### config.mk
export PLATFORM = sky130hd
export DESIGN_NAME = mute_top
export DESIGN_NICKNAME = d
export VERILOG_FILES = /design/src/rtl/mute_pkg.sv /design/src/rtl/mute_top.sv /design/src/rtl/mute_timer.sv /design/src/rtl/mute_apb.sv
export VERILOG_INCLUDE_DIRS = /design/src /design/src/rtl
export SDC_FILE = /design/constraint.sdc
export NUM_CORES = 1
export LEC_CHECK = 0
export BUFFER_PORTS_ARGS = -buffer_cell sky130_fd_sc_hd__buf_2
export CORE_MARGIN = 3
export CORE_UTILIZATION = 45
export DETAILED_ROUTE_END_ITERATION = 10
export SETUP_SLACK_MARGIN = 0.02
export SLEW_MARGIN = 20
export SYNTH_ARGS = -nofsm -noshare
export SYNTH_HDL_FRONTEND = slang
export SYNTH_SLANG_ARGS = --single-unit
### constraint.sdc
create_clock -name CLOCK_I -period 6.7 [get_ports CLOCK_I]
set_clock_uncertainty 0.05 [all_clocks]
set_input_delay 0.335 -clock CLOCK_I [delete_from_list [all_inputs] [get_ports CLOCK_I]]
set_output_delay 0.335 -clock CLOCK_I [all_outputs]
set_load 0.005 [all_outputs]
### src/rtl/mute_cfg.svh
// Offsets, field positions, reset values and timing counts of the muting block.
`ifndef MUTE_CFG_SVH
`define MUTE_CFG_SVH
`define OFF_CTRL        8'h00
`define OFF_SIMUL       8'h04
`define OFF_TOTAL       8'h08
`define OFF_STATUS      8'h0c
`define OFF_INT_STAT    8'h10
`define OFF_INT_MASK    8'h14
`define OFF_STATE       8'h18
`define CTRL_EN_SIMUL   0
`define CTRL_EN_TOTAL   1
`define CTRL_EN_SDEND   2
`define CTRL_DIR_LO     3
`define CTRL_USE_QUAL   5
`define CTRL_EN_SEQ     6
`define CTRL_RST        8'h00
`define SIMUL_MS        3
`define CLK_KHZ         10000
`define SIMUL_RST       32'((`SIMUL_MS * `CLK_KHZ))
`define TOTAL_S         60
`define TOTAL_RST       32'(`TOTAL_S * `CLK_KHZ * 1000)
`define EV_SIMUL        0
`define EV_TOTAL        1
`define EV_DIR          2
`define EV_SEQ          3
`define EV_GAP          4
`define EV_DONE         5
`define NUM_EV          6
`endif

### src/rtl/mute_pkg.sv
// Types shared by the muting block.
`default_nettype none
package mute_pkg;
  typedef enum logic [1:0] {
    DIR_BOTH = 2'h0,
    DIR_FWD  = 2'h1,
    DIR_REV  = 2'h2
  } dir_mode_t;
  typedef struct packed {
    logic p1a;
    logic p1b;
    logic p2a;
    logic p2b;
    logic qual;
    logic safe_free;
    logic ovr;
  } sens_t;
  typedef struct packed {
    logic [31:0] addr;
    logic        wr;
    logic        en;
    logic [31:0] wdata;
  } bus_req_t;
endpackage
`default_nettype wire

### src/rtl/mute_top.sv
// Four-sensor muting block with error latch, release logic and APB registers.
// Operation
// - Muting error latched until valid cycle completes.
// - Clear by override, or free then sequence.
// - Error output low only without other errors.
// - Error forces release low, flag high.
// - Error on simultaneity, total time, direction.
// - Sequence and gap faults set both the diagnostic error and the muting error.
// - Cycle starts when first reached pair active.
// - Handover only while all four active.
// - Muting holds while second pair active.
// - Bypass from first pair until second free.
// - Qualifier must precede first pair fully active.
// - Both directions or fixed direction selectable.
// - Simultaneity, total time, safety-end configurable.
// - Release on muting, override or free.
//
// The implementer's own choices: the address map and the APB interface to the registers.
`default_nettype none
`include "mute_cfg.svh"
module mute_top
  import mute_pkg::*;
(
  input  wire logic        CLOCK_I,
  input  wire logic        NRST_I,
  input  wire logic        CE_I,
  input  wire logic        FIRST_PAIR_SENSOR_ONE_I,
  input  wire logic        FIRST_PAIR_SENSOR_TWO_I,
  input  wire logic        SECOND_PAIR_SENSOR_ONE_I,
  input  wire logic        SECOND_PAIR_SENSOR_TWO_I,
  input  wire logic        DIRECTION_QUALIFY_INPUT_I,
  input  wire logic        SAFETY_SWITCHING_OUTPUT_I,
  input  wire logic        OVERRIDE_I,
  input  wire logic        PSEL_I,
  input  wire logic        PENABLE_I,
  input  wire logic        PWRITE_I,
  input  wire logic [31:0] PADDR_I,
  input  wire logic [31:0] PWDATA_I,
  output logic [31:0]      PRDATA_O,
  output logic             PREADY_O,
  output logic             PSLVERR_O,
  output logic             RELEASE_O,
  output logic             MUTING_ERROR_O,
  output logic             ERROR_FLAG_O,
  output logic             MUTING_ACTIVE_O,
  output logic             IRQ_O
);
  // ************************************************************
  // States
  // ************************************************************
  typedef enum logic [4:0] {
    ST_IDLE  = 5'b00001,
    ST_FIRST = 5'b00010,
    ST_ALL   = 5'b00100,
    ST_SECND = 5'b01000,
    ST_WAIT  = 5'b10000
  } mstate_t;
  typedef struct packed {
    mstate_t    st;
    logic       rev;
    logic       qual_seen;
    logic       mute_err;
    logic       diag_err;
    logic       all_free;
    logic       rel;
    logic       err_out;
    logic       flag;
    logic       act;
    logic       rdy;
    logic [`NUM_EV-1:0] ev;
  } top_t;
  top_t       s_r;
  top_t       s_nxt;
  logic [1:0] rst_sync_r;
  logic       rst_n;
  assign rst_n = rst_sync_r[1];
  // ************************************************************
  // Decode functions
  // ************************************************************
  function automatic logic pair_full(input logic one, input logic two);
    return one & two;
  endfunction
  function automatic logic pair_part(input logic one, input logic two);
    return one ^ two;
  endfunction
  function automatic logic in_cycle(input mstate_t st);
    return (st == ST_FIRST) || (st == ST_ALL) || (st == ST_SECND);
  endfunction
  function automatic logic dir_allowed(input dir_mode_t mode, input logic rev);
    logic ok;
    ok = 1'b1;
    if (mode == DIR_FWD && rev) begin
      ok = 1'b0;
    end
    if (mode == DIR_REV && !rev) begin
      ok = 1'b0;
    end
    return ok;
  endfunction
  // ************************************************************
  // Reset release
  // ************************************************************
  always_ff @(posedge CLOCK_I or negedge NRST_I) begin
    if (!NRST_I) begin
      rst_sync_r <= 2'h0;
    end else begin
      rst_sync_r <= {rst_sync_r[0], 1'b1};
    end
  end
  // ************************************************************
  // Registers and timers
  // ************************************************************
  logic [7:0]  ctrl;
  logic [31:0] simul_lim;
  logic [31:0] total_lim;
  logic        simul_exp;
  logic        total_exp;
  logic        pslverr;
  bus_req_t    req;
  assign req = '{addr:  PADDR_I,
                 wr:    PWRITE_I,
                 en:    PENABLE_I,
                 wdata: PWDATA_I};
  mute_apb u_apb (
    .clk_i     (CLOCK_I),
    .rst_n_i   (rst_n),
    .ce_i      (CE_I),
    .req_i     (req),
    .psel_i    (PSEL_I),
    .ev_i      (s_r.ev),
    .state_i   ({s_r.st, s_r.mute_err, s_r.diag_err, s_r.rev}),
    .prdata_o  (PRDATA_O),
    .pslverr_o (pslverr),
    .ctrl_o    (ctrl),
    .simul_o   (simul_lim),
    .total_o   (total_lim),
    .irq_o     (IRQ_O)
  );
  // ************************************************************
  // Sensor decode
  // ************************************************************
  sens_t s;
  assign s = '{p1a:       FIRST_PAIR_SENSOR_ONE_I,
               p1b:       FIRST_PAIR_SENSOR_TWO_I,
               p2a:       SECOND_PAIR_SENSOR_ONE_I,
               p2b:       SECOND_PAIR_SENSOR_TWO_I,
               qual:      DIRECTION_QUALIFY_INPUT_I,
               safe_free: SAFETY_SWITCHING_OUTPUT_I,
               ovr:       OVERRIDE_I};
  logic      a_any;
  logic      a_both;
  logic      b_any;
  logic      b_both;
  dir_mode_t dmode;
  assign a_both = pair_full(s.p1a, s.p1b);
  assign a_any  = s.p1a | s.p1b;
  assign b_both = pair_full(s.p2a, s.p2b);
  assign b_any  = s.p2a | s.p2b;
  assign dmode  = dir_mode_t'(ctrl[`CTRL_DIR_LO+1:`CTRL_DIR_LO]);
  // ************************************************************
  // Timers
  // ************************************************************
  // Simultaneity: one sensor of either pair active without its partner, while idle.
  logic lead_part;
  assign lead_part = (s_r.st == ST_IDLE) && (pair_part(s.p1a, s.p1b) || pair_part(s.p2a, s.p2b));
  mute_timer u_simul (
    .clk_i     (CLOCK_I),
    .rst_n_i   (rst_n),
    .ce_i      (CE_I),
    .run_i     (lead_part & ctrl[`CTRL_EN_SIMUL]),
    .limit_i   (simul_lim),
    .expired_o (simul_exp)
  );
  mute_timer u_total (
    .clk_i     (CLOCK_I),
    .rst_n_i   (rst_n),
    .ce_i      (CE_I),
    .run_i     (in_cycle(s_r.st) && ctrl[`CTRL_EN_TOTAL]),
    .limit_i   (total_lim),
    .expired_o (total_exp)
  );
  // ************************************************************
  // Sequence logic
  // ************************************************************
  logic lead_both;
  logic trail_both;
  logic trail_any;
  logic dir_ok;
  logic fault;
  logic seq_done;
  always_comb begin
    lead_both  = s_r.rev ? b_both : a_both;
    trail_both = s_r.rev ? a_both : b_both;
    trail_any  = s_r.rev ? a_any : b_any;
    dir_ok     = 1'b1;
    fault      = 1'b0;
    seq_done   = 1'b0;
    s_nxt      = s_r;
    s_nxt.ev   = '0;
    s_nxt.rdy  = PSEL_I & ~PENABLE_I;
    if (s.qual && ctrl[`CTRL_USE_QUAL]) begin
      s_nxt.qual_seen = 1'b1;
    end
    unique case (s_r.st)
      ST_IDLE: begin
        if (a_both || b_both) begin
          s_nxt.rev = b_both && !a_both;
          dir_ok = dir_allowed(dmode, s_nxt.rev);
          if (ctrl[`CTRL_USE_QUAL] && !s_r.qual_seen) dir_ok = 1'b0;
          if (dir_ok) begin
            s_nxt.st = ST_FIRST;
          end else begin
            s_nxt.ev[`EV_DIR] = 1'b1;
            s_nxt.st = ST_WAIT;
          end
        end else if (simul_exp) begin
          s_nxt.ev[`EV_SIMUL] = 1'b1;
          s_nxt.st = ST_WAIT;
        end else if (trail_any && ctrl[`CTRL_EN_SEQ]) begin
          s_nxt.ev[`EV_SEQ] = 1'b1;
        end
      end
      ST_FIRST: begin
        if (lead_both && trail_both) begin
          s_nxt.st = ST_ALL;
        end else if (!lead_both) begin
          s_nxt.ev[`EV_GAP] = 1'b1;
          s_nxt.st = ST_WAIT;
        end
      end
      ST_ALL: begin
        if (trail_both && !lead_both) begin
          s_nxt.st = ST_SECND;
        end else if (!trail_both) begin
          s_nxt.ev[`EV_SEQ] = 1'b1;
          s_nxt.st = ST_WAIT;
        end
      end
      ST_SECND: begin
        if (!trail_both) begin
          seq_done = 1'b1;
          s_nxt.st = ST_IDLE;
          s_nxt.qual_seen = 1'b0;
        end else if (lead_both) begin
          s_nxt.ev[`EV_SEQ] = 1'b1;
          s_nxt.st = ST_WAIT;
        end
      end
      ST_WAIT: begin
        if (!a_any && !b_any) begin
          s_nxt.st = ST_IDLE;
          s_nxt.qual_seen = 1'b0;
        end
      end
      default: s_nxt.st = ST_WAIT;
    endcase
    if (total_exp && s_r.st != ST_WAIT) begin
      s_nxt.ev[`EV_TOTAL] = 1'b1;
      s_nxt.st = ST_WAIT;
    end
    if (ctrl[`CTRL_EN_SDEND] && s.safe_free && (s_r.st == ST_SECND)) begin
      s_nxt.st = ST_IDLE;
      seq_done = 1'b1;
    end
    fault = |s_nxt.ev[`EV_GAP:`EV_SIMUL];
    s_nxt.all_free = (!a_any && !b_any && s.safe_free) || (s_r.all_free && !fault && !seq_done);
    s_nxt.diag_err = s_nxt.ev[`EV_SEQ] | s_nxt.ev[`EV_GAP] | (s_r.diag_err & !seq_done & !s.ovr);
    if (fault) begin
      s_nxt.mute_err = 1'b1;
    end else if (s_r.mute_err && (s.ovr || (seq_done && s_r.all_free)) && !s_nxt.diag_err) begin
      s_nxt.mute_err = 1'b0;
      s_nxt.ev[`EV_DONE] = 1'b1;
    end
    s_nxt.act = in_cycle(s_nxt.st);
    s_nxt.err_out = s_nxt.mute_err;
    s_nxt.flag = s_nxt.mute_err | s_nxt.diag_err;
    s_nxt.rel = !s_nxt.flag && (s_nxt.act || s.ovr || s.safe_free);
  end
  always_ff @(posedge CLOCK_I or negedge rst_n) begin
    if (!rst_n) begin
      s_r <= '{st: ST_IDLE, default: '0};
    end else if (CE_I) begin
      s_r <= s_nxt;
    end
  end
  // ************************************************************
  // Outputs
  // ************************************************************
  assign PREADY_O        = s_r.rdy;
  assign PSLVERR_O       = pslverr;
  assign RELEASE_O       = s_r.rel;
  assign MUTING_ERROR_O  = s_r.err_out;
  assign ERROR_FLAG_O    = s_r.flag;
  assign MUTING_ACTIVE_O = s_r.act;
endmodule
`default_nettype wire

### src/rtl/mute_timer.sv
// Up counter that flags expiry of a programmed time while running.
`default_nettype none
module mute_timer
  import mute_pkg::*;
(
  input  wire logic        clk_i,
  input  wire logic        rst_n_i,
  input  wire logic        ce_i,
  input  wire logic        run_i,
  input  wire logic [31:0] limit_i,
  output logic             expired_o
);
  typedef struct packed {
    logic [31:0] cnt;
    logic        exp;
  } tmr_t;
  tmr_t s_r;
  tmr_t s_nxt;
  always_comb begin
    s_nxt = s_r;
    if (!run_i) begin
      s_nxt.cnt = '0;
      s_nxt.exp = 1'b0;
    end else if (s_r.cnt >= limit_i) begin
      s_nxt.exp = 1'b1;
    end else begin
      s_nxt.cnt = s_r.cnt + 32'h1;
    end
  end
  always_ff @(posedge clk_i or negedge rst_n_i) begin
    if (!rst_n_i) begin
      s_r <= '0;
    end else if (ce_i) begin
      s_r <= s_nxt;
    end
  end
  assign expired_o = s_r.exp;
endmodule
`default_nettype wire

### src/rtl/mute_apb.sv
// APB slave holding configuration, sticky event status and mask.
`default_nettype none
`include "mute_cfg.svh"
module mute_apb
  import mute_pkg::*;
(
  input  wire logic                clk_i,
  input  wire logic                rst_n_i,
  input  wire logic                ce_i,
  input  wire bus_req_t            req_i,
  input  wire logic                psel_i,
  input  wire logic [`NUM_EV-1:0]  ev_i,
  input  wire logic [7:0]          state_i,
  output logic [31:0]              prdata_o,
  output logic                     pslverr_o,
  output logic [7:0]               ctrl_o,
  output logic [31:0]              simul_o,
  output logic [31:0]              total_o,
  output logic                     irq_o
);
  typedef struct packed {
    logic [7:0]         ctrl;
    logic [31:0]        simul;
    logic [31:0]        total;
    logic [`NUM_EV-1:0] stat;
    logic [`NUM_EV-1:0] mask;
    logic [31:0]        rdata;
    logic               err;
    logic               irq;
  } regs_t;
  regs_t s_r;
  regs_t s_nxt;
  logic  acc;
  logic  setup;
  logic  hit;
  assign acc   = psel_i & req_i.en;
  assign setup = psel_i & ~req_i.en;
  assign hit   = (req_i.addr[31:8] == 24'h0);
  always_comb begin
    s_nxt = s_r;
    s_nxt.err = 1'b0;
    if (acc && req_i.wr && hit) begin
      unique case (req_i.addr[7:0])
        `OFF_CTRL:     s_nxt.ctrl = req_i.wdata[7:0];
        `OFF_SIMUL:    s_nxt.simul = req_i.wdata;
        `OFF_TOTAL:    s_nxt.total = req_i.wdata;
        `OFF_INT_STAT: s_nxt.stat = s_r.stat & ~req_i.wdata[`NUM_EV-1:0];
        `OFF_INT_MASK: s_nxt.mask = req_i.wdata[`NUM_EV-1:0];
        default:       ;
      endcase
    end
    if (setup) begin
      unique case (req_i.addr[7:0])
        `OFF_CTRL:     s_nxt.rdata = {24'h0, s_r.ctrl};
        `OFF_SIMUL:    s_nxt.rdata = s_r.simul;
        `OFF_TOTAL:    s_nxt.rdata = s_r.total;
        `OFF_STATUS:   s_nxt.rdata = {24'h0, state_i};
        `OFF_INT_STAT: s_nxt.rdata = {26'h0, s_r.stat};
        `OFF_INT_MASK: s_nxt.rdata = {26'h0, s_r.mask};
        `OFF_STATE:    s_nxt.rdata = {24'h0, state_i};
        default: begin
          s_nxt.rdata = 32'h0;
          s_nxt.err = 1'b1;
        end
      endcase
      if (!hit) begin
        s_nxt.rdata = 32'h0;
        s_nxt.err = 1'b1;
      end
    end
    s_nxt.stat = s_nxt.stat | ev_i;
    s_nxt.irq = |(s_nxt.stat & s_nxt.mask);
  end
  always_ff @(posedge clk_i or negedge rst_n_i) begin
    if (!rst_n_i) begin
      s_r <= '{ctrl: `CTRL_RST, simul: `SIMUL_RST, total: `TOTAL_RST, default: '0};
    end else if (ce_i) begin
      s_r <= s_nxt;
    end
  end
  assign prdata_o  = s_r.rdata;
  assign pslverr_o = s_r.err;
  assign ctrl_o    = s_r.ctrl;
  assign simul_o   = s_r.simul;
  assign total_o   = s_r.total;
  assign irq_o     = s_r.irq;
endmodule
`default_nettype wire

* After elaboration in Yosys (flattened, before gate mapping)
Cells that the tools add are included.
Storage, ports and cells: flip-flop bits (word level) 206, input bits 77, output and inout port bits 39, logic and storage cells 189
Operators by class: add/subtract/negate cells 2, magnitude comparators 2, eq/ne operators 21, muxes and demuxes 62, bitwise operators 19, reductions and logical operators 59
Operator list (number):
- 32-bit one-hot mux with 6 select lines | 1
- 33-bit 2-to-1 mux | 3
- 32-bit by 1-bit adder with 32-bit output (second input constant) | 2
- 32-bit greater-or-equal comparator | 2
- 32-bit 2-to-1 mux | 2
- 5-bit 2-to-1 mux | 12
- 1-bit 2-to-1 mux | 38
- 5-bit one-hot mux with 5 select lines | 1
- 8-bit by 5-bit == test with 1-bit output (second input constant) | 3
- 24-bit logical NOT | 1
- 1-bit logical AND | 23
- 8-bit by 4-bit == test with 1-bit output (second input constant) | 2
- 6-bit AND | 2
- 12-bit 2-to-1 mux | 1
- 6-bit 2-to-1 mux | 2
- 3-bit AND reduction | 4
- 1-bit logical NOT | 11
- 5-bit by 2-bit == test with 1-bit output (second input constant) | 2
- 5-bit by 3-bit == test with 1-bit output (second input constant) | 2
- 5-bit by 4-bit == test with 1-bit output (second input constant) | 2
- 1-bit logical OR | 10
- 2-bit AND reduction | 5
- 8-bit by 3-bit == test with 1-bit output (second input constant) | 1
- 8-bit logical NOT | 1
- other kinds (18) | 32

* Depth between registers and ports, before layout
Gate-level depths: netlist of the first run.
depth after elaboration 20, mapped depth 11, depth with buffers taken out 9

* Modules after synthesis
Synthesis of the first run repeated with hierarchy kept, for this count alone.
Second synthesis, totals: cells, all modules 1439, area total of the unflattened synthesis 13703.1 sq um
Modules (own cells, without submodules):
- mute_apb | instances 1, cells each 544, area an instance 6147.1 sq um, sequential area each 2974.1 sq um
- mute_timer | instances 2, cells each 358, area an instance 2995.4 sq um, sequential area each 825.8 sq um
- mute_top | instances 1, cells each 179, area an instance 1565.3 sq um, sequential area each 551.8 sq um

* Worst setup path before layout of the first run
OpenSTA, ideal clock, no wires.
path kind register to register, start register u_apb.s_r, in the netlist u_apb.simul_o[13], end register u_simul.s_r[24] in the netlist's numbering, data arrival time 2526 ps, required time 6572 ps, setup slack 4046 ps, cell stages (with the launch flop) 11, path buffers 1, period minus slack after synthesis 2654 ps, cell sequence dfstp_2 > inv_1 > ha_1 > a21oi_1 > o21ai_1 > a2111oi_1 > a31o_2 > a31oi_2 > clkbuf_2 > or4_1 > a21oi_1
Between the ends: cells in the longest elaborated chain, start to end 3
RTL lines:
- from (decl) | line mute_apb.sv:31 | regs_t s_r;
- from (signal assigned) | line mute_apb.sv:78 | s_r <= s_nxt;
- 32-bit greater-or-equal comparator | line mute_timer.sv:24 | end else if (s_r.cnt >= limit_i) begin
- 2-bit inequality test (no line)
- 2-bit AND reduction (no line)
- to (signal assigned) | line mute_timer.sv:34 | s_r <= s_nxt;
- to (decl) | line mute_timer.sv:17 | tmr_t s_r;
No other way between the ends. A chain may end at the register's enable or synchronous reset.

* Final worst setup path of the first run
start register u_apb.s_r, in the netlist u_apb.total_o[25], end register u_total.s_r[1] in the netlist's numbering
Between the ends: cells in the longest elaborated chain, start to end 3
RTL lines (line):
- 32-bit greater-or-equal comparator | mute_timer.sv:24
- 2-bit inequality test (no line)
- 2-bit AND reduction (no line)
- to (signal assigned) | mute_timer.sv:34
- to (decl) | mute_timer.sv:17
No other way between the ends.

==> results.txt, run 1 <==
----------------------------------------------------
[Layout]
  Proportion of layout cells with a drive suffix above 1 ... 0.219
  Final Cell Area ... 13,700 sq um
  Diodes inserted ... 0
  Area growth from synthesis to layout ... 12.5%
  Reg area ... 5180 sq um
  Final layout net count ... 1,472
  Final-layout fill cell count ... 2,435
  Combined area of the multi-input logic cells ... 6200 sq um

[Critical path]
  Critical setup path kind ... reg -> reg
  Kind of start point of the critical path ... flip-flop
  Required time of the worst setup path ... 7.05 ns
  Count of cells along the worst register-to-register path ... 8
  Setup crit end kind ... flip-flop
  Signal arrival time at the worst endpoint ... 3.77 ns
  Worst-path fanout max ... 32

[Yosys]
  Synth unique cells ... 79
  Cell area after synthesis ... 12,200 sq um
  Proportion of synthesized chip area in sequential cells ... 0.426
  Number of enable flip-flop cells after synthesis ... 0
  Number of synthesized register bits ... 206
  Library cell with the largest summed area after synthesis ... sky130_fd_sc_hd__dfrtp_1
  Post-Syn Instances ... 1,253
  Avg Synthesized Cell Area ... 9.71 sq um
  Primary FF master, synth ... sky130_fd_sc_hd__dfrtp_1
  Main area contributors after synthesis ... sky130_fd_sc_hd__dfrtp_1, sky130_fd_sc_hd__mux2_2, sky130_fd_sc_hd__ha_1
  Async set-reset flop share out of synthesis ... 1.00
  Post-Synthesis Net Count ... 1,402
  Total number of yosys warnings ... 0
  Portion of synthesized cell area occupied by the leading cell type ... 0.387

[Global route]
  All-Layer GR Usage ... 0.218
  Wire length of the first global-routing pass ... 51.1 mm
  Largest net degree at the start of global routing ... 132
  Antenna violations before repair ... 1
  GR Overflow Total ... 0
  Number of global-route vias before repair ... 9,310

[Route]
  Via density ... 5.85
  Total DRC errors in the routed layout ... 0
  Post-detailed-route count of antenna-violating nets ... 0
  Routed wire per std cell ... 19.1 microns
  Final WL ... 32.0 mm
  Number of design-rule violations left by the first detailed-router iteration ... 695
  Overall via count from detail_route ... 9,794
  Pre-antenna DRT Iters ... 6

[Die]
  Number of placement rows ... 59
  Total I/O pin count ... 116
  DIE AREA ... 29,000 sq um
  Die Span Y ... 170 microns
  Die extent in x ... 170 microns
  Starting Density ... 0.463
  Placeable Area ... 26,300 sq um

[Placement]
  Placed cell areas ... 12,800 sq um
  Number of input and output port buffers inserted ... 115
  Half-perimeter wire length after detailed placement ... 22.6 mm
  Placer Congestion ... 0.888

[STA]
  Final Hold Vio Count ... 0
  Worst Max-Slew Pin Slew ... 1.05 ns
  Setup repair after global routing missed its margin ... no
  Peak Freq ... 292 MHz
  Post-Route Setup TNS ... 0 ns
  Share of the clock period used by the worst path ... 0.511
  Total count of max-transition violations in the final report ... 0
  Worst slew margin relative to its limit ... 0.298
  Final number of setup-violating endpoints ... 0
  Final critical delay including setup and external delays ... 3.42 ns

[CTS]
  Postcts setup bufs ... 0
  Clock latency at the later pin of the worst-skew pair ... 0.51 ns
  Post_cts resized ... 0
  Buffers from clock root to sink, at most ... 3
  Clock tree from TritonCTS ... built
  Number of buffers added to fix hold violations after cts ... 2
  Clock transition time at the flip-flop clock pins of the worst setup and hold paths ... 0.06 ns
  Cts bufs inserted ... 24
  Clock sink count ... 206
  CTS root buffer ... sky130_fd_sc_hd__clkbuf_16
  Count of H-tree levels built during CTS ... 1

[Min path]
  Worst Hold Class ... in -> reg
  Hold Path Depth ... 2

[Outcome]
  Status ... completed

[Job]
  Maxcap violations ... 0

[Power and ir drop]
  Power density over the cells ... 204 nW/um^2
  Max rail drop VDD ... 145 uV
  Cell leakage power ... 6.16 nW

----------------------------------------------------
## worst max-delay path, cell delays in order, from the launching register on
cell                       delay [ns]
sky130_fd_sc_hd__dfstp_2         0.54
sky130_fd_sc_hd__inv_1           0.05
sky130_fd_sc_hd__ha_1            0.29
sky130_fd_sc_hd__nand4_1         0.11
sky130_fd_sc_hd__or4_1           0.54
sky130_fd_sc_hd__a2111o_1        0.44
sky130_fd_sc_hd__o21ai_2         0.83
sky130_fd_sc_hd__nor3_1          0.14
sky130_fd_sc_hd__mux2_2          0.31
## metrics by stage
step | hold slack (ns) | util | setup slack (ns) | total power [mW] | instances
4_1_cts | 0.00306 | 0.518 | 3.27 | 2.82 | 1672
2_1_floorplan | -0.0106 | - | 0.516 | 1.39 | 1253
6_report | 0.0246 | 0.521 | 3.28 | 2.79 | 1675
3_5_place_dp | 0.0742 | 0.487 | 3.29 | 1.47 | 1627
5_1_grt | 0.00964 | 0.521 | 3.09 | 2.90 | 1675
3_3_place_gp | 0.0723 | 0.487 | 3.39 | 1.47 | 1627
## cells by family after synthesis
family,count (synthesis),share of synthesized area
AOI/OAI and AO/OA,320,0.173
xor gates and xnor gates,2,0.00144
adders and majority gates,72,0.0741
buffers and inverters,175,0.0662
DFF,206,0.426
muxes,105,0.0954
other,1,0.000308
and+or+nand+nor,372,0.164
## per-layer routing
layer  up-vias  wire length (microns)  track usage
met5         -                      0            0
met2       172                  14700        0.340
met3        30                   1430       0.0253
met4         0                    379       0.0377
li1       4747                      -            -
met1      4845                  15500        0.332
## layout make-up
cell class	count	share of cell area
flip-flops and latches	206	0.379
clock buffers	35	0.0499
well taps	335	0.0306
clock inverters	8	0.00841
repair buffers	130	0.0548
inverters	89	0.0244
multi-input cells	872	0.453
## power breakdown
group / switching, mW / internal, mW
clock: 0.520 / 0.820
combinational: 0.103 / 0.0617
sequential: 0.0234 / 1.26
total: 0.646 / 2.14
## placed cells by master, fill, tap and decap left out, types with 7 or more instances in the layout
cell / n
sky130_fd_sc_hd__a21oi_1: 79
sky130_fd_sc_hd__o211ai_1: 15
sky130_fd_sc_hd__nor4_1: 9
sky130_fd_sc_hd__a22oi_1: 26
sky130_fd_sc_hd__dfrtp_1: 187
sky130_fd_sc_hd__dfstp_2: 18
sky130_fd_sc_hd__nor2_1: 43
sky130_fd_sc_hd__or3_1: 18
sky130_fd_sc_hd__nor3_1: 7
sky130_fd_sc_hd__nand2b_1: 8
sky130_fd_sc_hd__and3_1: 12
sky130_fd_sc_hd__clkbuf_1: 8
sky130_fd_sc_hd__a21boi_0: 8
sky130_fd_sc_hd__nand2_1: 135
sky130_fd_sc_hd__buf_4: 9
sky130_fd_sc_hd__buf_2: 115
sky130_fd_sc_hd__mux2_2: 87
sky130_fd_sc_hd__inv_1: 89
sky130_fd_sc_hd__a22o_1: 7
sky130_fd_sc_hd__or4_1: 38
sky130_fd_sc_hd__nand4_1: 26
sky130_fd_sc_hd__clkbuf_16: 25
sky130_fd_sc_hd__a21o_1: 10
sky130_fd_sc_hd__ha_1: 72
sky130_fd_sc_hd__nand3_1: 33
sky130_fd_sc_hd__mux2i_1: 18
sky130_fd_sc_hd__and2_1: 8
sky130_fd_sc_hd__o21ai_0: 75
sky130_fd_sc_hd__o31ai_1: 31
sky130_fd_sc_hd__and4_1: 9
sky130_fd_sc_hd__a31oi_1: 12
## cells in the mapped netlist (4+ instances only)
cell type                  count
sky130_fd_sc_hd__buf_1         7
sky130_fd_sc_hd__or4_1        38
sky130_fd_sc_hd__nor2_1       43
sky130_fd_sc_hd__nand2b_1      8
sky130_fd_sc_hd__o21a_1        4
sky130_fd_sc_hd__mux2_2       87
sky130_fd_sc_hd__ha_1         72
sky130_fd_sc_hd__a222oi_1      6
sky130_fd_sc_hd__mux2i_1      18
sky130_fd_sc_hd__dfstp_2      18
sky130_fd_sc_hd__o211ai_1     15
sky130_fd_sc_hd__a31oi_1      12
sky130_fd_sc_hd__nand4_1      26
sky130_fd_sc_hd__a22o_1        7
sky130_fd_sc_hd__a31o_2        4
sky130_fd_sc_hd__clkbuf_1     29
sky130_fd_sc_hd__and2_1        8
sky130_fd_sc_hd__buf_4        34
sky130_fd_sc_hd__nor4_1       10
sky130_fd_sc_hd__a22oi_1      26
sky130_fd_sc_hd__inv_1        89
sky130_fd_sc_hd__a41o_1        4
sky130_fd_sc_hd__nor2b_1       6
sky130_fd_sc_hd__o31ai_1      31
sky130_fd_sc_hd__a21boi_0      8
sky130_fd_sc_hd__nor3_1        7
sky130_fd_sc_hd__o21ai_0      75
sky130_fd_sc_hd__a21o_1       10
sky130_fd_sc_hd__and3_1       12
sky130_fd_sc_hd__a21oi_1      79
sky130_fd_sc_hd__and4_1        9
sky130_fd_sc_hd__nand3_1      33
sky130_fd_sc_hd__or3_1        18
sky130_fd_sc_hd__dfrtp_1     188
sky130_fd_sc_hd__buf_2        15
sky130_fd_sc_hd__nand2_1     135
## sequential cells by signal (all words and copies together), names as in the netlist
register	cells
u_total.expired_o	1
u_apb.s_r	12
u_simul.expired_o	1
rst_sync_r	2
MUTING_ACTIVE_O	1
ERROR_FLAG_O	1
u_simul.s_r	32
PREADY_O	1
RELEASE_O	1
u_apb.total_o	32
u_apb.simul_o	32
MUTING_ERROR_O	1
s_r	15
u_apb.prdata_o	32
u_apb.pslverr_o	1
u_apb.irq_o	1
u_total.s_r	32
u_apb.ctrl_o	8
## final timing paths
| path | slack, ns | endpoint | from |
|---|---|---|---|
| setup / recovery | 3.28 | u_total.s_r[1]$_DFFE_PN0P_ | u_apb.total_o[25]$_DFFE_PN1P_ |
| hold / removal | 0.02 | u_apb.simul_o[20]$_DFFE_PN0P_ | PWDATA_I[20] |
| setup reg to reg | 3.28 | u_total.s_r[1]$_DFFE_PN0P_ | u_apb.total_o[25]$_DFFE_PN1P_ |
| hold reg to reg | 0.17 | u_simul.expired_o$_DFFE_PN0P_ | rst_sync_r[1]$_DFF_PN0_ |
| max in group asynchronous | 5.38 | u_apb.prdata_o[17]$_DFFE_PN0P_ | rst_sync_r[1]$_DFF_PN0_ |
| min in group asynchronous | 0.08 | rst_sync_r[1]$_DFF_PN0_ | NRST_I |
(Power assumes the default switching activity.)
==> run 2: changes to the inputs <==
==> constraint.sdc (replaced) <==
create_clock -name CLOCK_I -period 3.5 [get_ports CLOCK_I]
set_clock_uncertainty 0.05 [all_clocks]
set_input_delay 0.175 -clock CLOCK_I [delete_from_list [all_inputs] [get_ports CLOCK_I]]
set_output_delay 0.175 -clock CLOCK_I [all_outputs]
set_load 0.005 [all_outputs]
==> run 2 against run 1 <==
Compared with the run above: via count grew 2.3%; highest routed layer unchanged; clock power rose by 110%; worst hold slack gained 0.11 ns; die area did not move; cell count is 3.0% higher; sequential power rose by 93%; combinational power rose by 110%; sequential share of layout area fell by 1.5 points; critical endpoint is now u_total.s_r[6]$_DFFE_PN0P_; non-clock buffer count grew 46; design area is 4.1% higher; register-to-register slack got worse by 3.0 ns.
==> results.txt, run 2 (synthesis gave the netlist of run 1 again) <==
----------------------------------------------------
[Outcome]
  Status ... completed

[STA]
  Setup repair after global routing missed its margin ... no
  Peak Freq ... 309 MHz (+5.6%)
  Worst hold-check slack ... 0.138 ns (+0.114 ns)
  Share of the clock period used by the worst path ... 0.925 (+0.415)
  Worst slew margin relative to its limit ... 0.356 (+0.0577)
  Final critical delay including setup and external delays ... 3.24 ns (-0.183 ns)
  Final number of setup-violating endpoints ... 0 (unchanged)
  Post-Route Setup TNS ... 0 ns (unchanged)
  Total count of max-transition violations in the final report ... 0 (unchanged)
  Final Hold Vio Count ... 0 (unchanged)
  Worst Max-Slew Pin Slew ... 0.966 ns (-0.0864 ns)

[Route]
  Pre-antenna DRT Iters ... 5 (-1)
  Via density ... 5.81 (-0.68%)
  Final WL ... 32.6 mm (+2.0%)
  Total DRC errors in the routed layout ... 0 (unchanged)
  Post-detailed-route count of antenna-violating nets ... 0 (unchanged)
  Number of design-rule violations left by the first detailed-router iteration ... 717 (+3.2%)
  Overall via count from detail_route ... 10,000 (+2.3%)
  Routed wire per std cell ... 18.9 microns (-0.97%)

[CTS]
  Clock tree from TritonCTS ... built
  Buffers from clock root to sink, at most ... 3 (unchanged)
  Post_cts resized ... 0 (unchanged)
  Count of H-tree levels built during CTS ... 1 (unchanged)
  Cts bufs inserted ... 26 (+8.3%)
  CTS root buffer ... sky130_fd_sc_hd__clkbuf_16
  Clock latency at the later pin of the worst-skew pair ... 0.53 ns (+0.02 ns)
  Postcts setup bufs ... 0 (unchanged)
  Clock transition time at the flip-flop clock pins of the worst setup and hold paths ... 0.06 ns (about the same)
  Clock sink count ... 206 (unchanged)

[Power and ir drop]
  Power density over the cells ... 397 nW/um^2 (+95%)
  Cell leakage power ... 6.43 nW (+4.3%)
  Max rail drop VDD ... 442 uV (+210%)

[Layout]
  Final design utilization ... 0.542 (+0.0213)
  Proportion of layout cells with a drive suffix above 1 ... 0.225 (+0.00636)
  Final-layout fill cell count ... 2,404 (-1.3%)
  Most common library cell in the layout ignoring fill and taps ... sky130_fd_sc_hd__dfrtp_1
  Area growth from synthesis to layout ... 17.1%
  Final Cell Area ... 14,200 sq um (+4.1%)
  Final layout net count ... 1,520 (+3.3%)
  Non-Filler Instances ... 1,726 (+3.0%)
  Diodes inserted ... 0 (unchanged)
  Leading cell types in the layout, fill and taps excluded ... sky130_fd_sc_hd__dfrtp_1, sky130_fd_sc_hd__nand2_1, sky130_fd_sc_hd__buf_2

[Placement]
  Half-perimeter wire length after detailed placement ... 23.4 mm (+3.6%)
  Number of input and output port buffers inserted ... 115 (unchanged)
  Placed cell areas ... 12,900 sq um (+0.91%)
  Number of cells in the design after placement ... 1,640 (+0.80%)
  Placer Congestion ... 0.861 (-3.1%)

[Die]
  DIE AREA ... 29,000 sq um (unchanged)
  Total I/O pin count ... 116 (unchanged)
  Die Span Y ... 170 microns (unchanged)
  Number of placement rows ... 59 (unchanged)
  Placeable Area ... 26,300 sq um (unchanged)
  Die extent in x ... 170 microns (unchanged)
  Starting Density ... 0.463 (unchanged)

[Global route]
  Number of global-route vias before repair ... 9,671 (+3.9%)
  Wire length of the first global-routing pass ... 52.5 mm (+2.7%)
  Antenna violations before repair ... 0 (-1)
  Largest net degree at the start of global routing ... 69 (-48%)
  GR Overflow Total ... 0 (unchanged)
  All-Layer GR Usage ... 0.223 (+0.00439)

[Critical path]
  FF-to-FF setup slack ... 0.26 ns (-3.02 ns)
  Worst-path fanout max ... 22 (-31%)
  Kind of start point of the critical path ... flip-flop
  Reg-to-reg critical path endpoint ... u_total.s_r[6]$_DFFE_PN0P_
  Critical Path Source ... u_apb.total_o[23]$_DFFE_PN1P_
  Signal arrival time at the worst endpoint ... 3.64 ns (-0.13 ns)
  Setup crit end kind ... flip-flop
  Count of cells along the worst register-to-register path ... 9 (+1)
  Required time of the worst setup path ... 3.90 ns (-3.15 ns)
  R2R Path Start ... u_apb.total_o[23]$_DFFE_PN1P_
  Critical setup path kind ... reg -> reg

[Min path]
  Min-delay src ... PADDR_I[19]
  Hold Path Depth ... 6 (+4)
  Worst Hold Class ... in -> reg
  Hold Path Sink ... u_apb.prdata_o[6]$_DFFE_PN0P_

[Job]
  Maxcap violations ... 0 (unchanged)

----------------------------------------------------
## run 2: cell types whose count changed in the layout (fill, tap and decap cells not counted), moves of 2 or more
| cell | change |
|---|---|
| sky130_fd_sc_hd__clkbuf_16 | +2 |
| sky130_fd_sc_hd__clkbuf_8 | +6 |
| sky130_fd_sc_hd__dlygate4sd3_1 | +35 |
| sky130_fd_sc_hd__buf_4 | +11 |
| sky130_fd_sc_hd__clkbuf_1 | -5 |
| sky130_fd_sc_hd__buf_12 | +2 |
## run 2: report_power, final
part	internal, mW	switching (mW)
sequential	2.41	0.0566
combinational	0.148	0.195
clock	1.80	1.04
## run 2: timing repair
| item | 4_1_cts | 5_1_grt |
|---|---|---|
| endpoints found under the hold margin | 89 | 0 |
| setup endpoints to repair | 0 | 0 |
| hold buffers | 37 | 0 |
## run 2: how the worst max path moves through the flow
stage / cells after the start / end
finish: 9 / u_total.s_r[6]$_DFFE_PN0P_
global route: 9 / u_total.s_r[6]$_DFFE_PN0P_
CTS: 9 / u_total.s_r[6]$_DFFE_PN0P_
detailed placement: 9 / u_total.s_r[5]$_DFFE_PN0P_
global placement: 9 / u_total.s_r[6]$_DFFE_PN0P_
floorplan: 0 / ERROR_FLAG_O$_DFFE_PN0P_
## run 2: per-layer routing
| layer | GRT usage | vias to the layer above | wire [microns] |
|---|---|---|---|
| met5 | 0 | - | 0 |
| met4 | 0.0423 | 0 | 637 |
| met3 | 0.0276 | 42 | 1370 |
| met2 | 0.351 | 233 | 14700 |
| met1 | 0.333 | 4905 | 15900 |
| li1 | - | 4844 | - |
## run 2: metrics by stage
stage               setup slack, ns  total power, mW
detailed placement            0.305             2.82
floorplan                    0.0748             2.67
finish                        0.262             5.65
global route                 0.0351             5.86
global placement              0.344             2.82
CTS                           0.275             5.71
## run 2: area by class of cell
| cell class | count | area [sq um] | share of cell area |
|---|---|---|---|
| clock inverter | 10 | 133 | 0.00931 |
| timing repair buffer | 176 | 1180 | 0.0831 |
| tap | 335 | 419 | 0.0294 |
| clock buffer | 38 | 797 | 0.0560 |
| inverter | 89 | 334 | 0.0235 |
| multi-input combinational | 872 | 6200 | 0.435 |
| sequential | 206 | 5180 | 0.364 |
## run 2: worst max-delay path, stage by stage (launching register included)
cell	delay, ns
sky130_fd_sc_hd__dfstp_2	0.54
sky130_fd_sc_hd__inv_1	0.04
sky130_fd_sc_hd__ha_1	0.29
sky130_fd_sc_hd__nand2_1	0.07
sky130_fd_sc_hd__or4_1	0.58
sky130_fd_sc_hd__a2111o_1	0.44
sky130_fd_sc_hd__o21ai_2	0.65
sky130_fd_sc_hd__buf_4	0.28
sky130_fd_sc_hd__o21ai_0	0.10
sky130_fd_sc_hd__a21oi_1	0.13
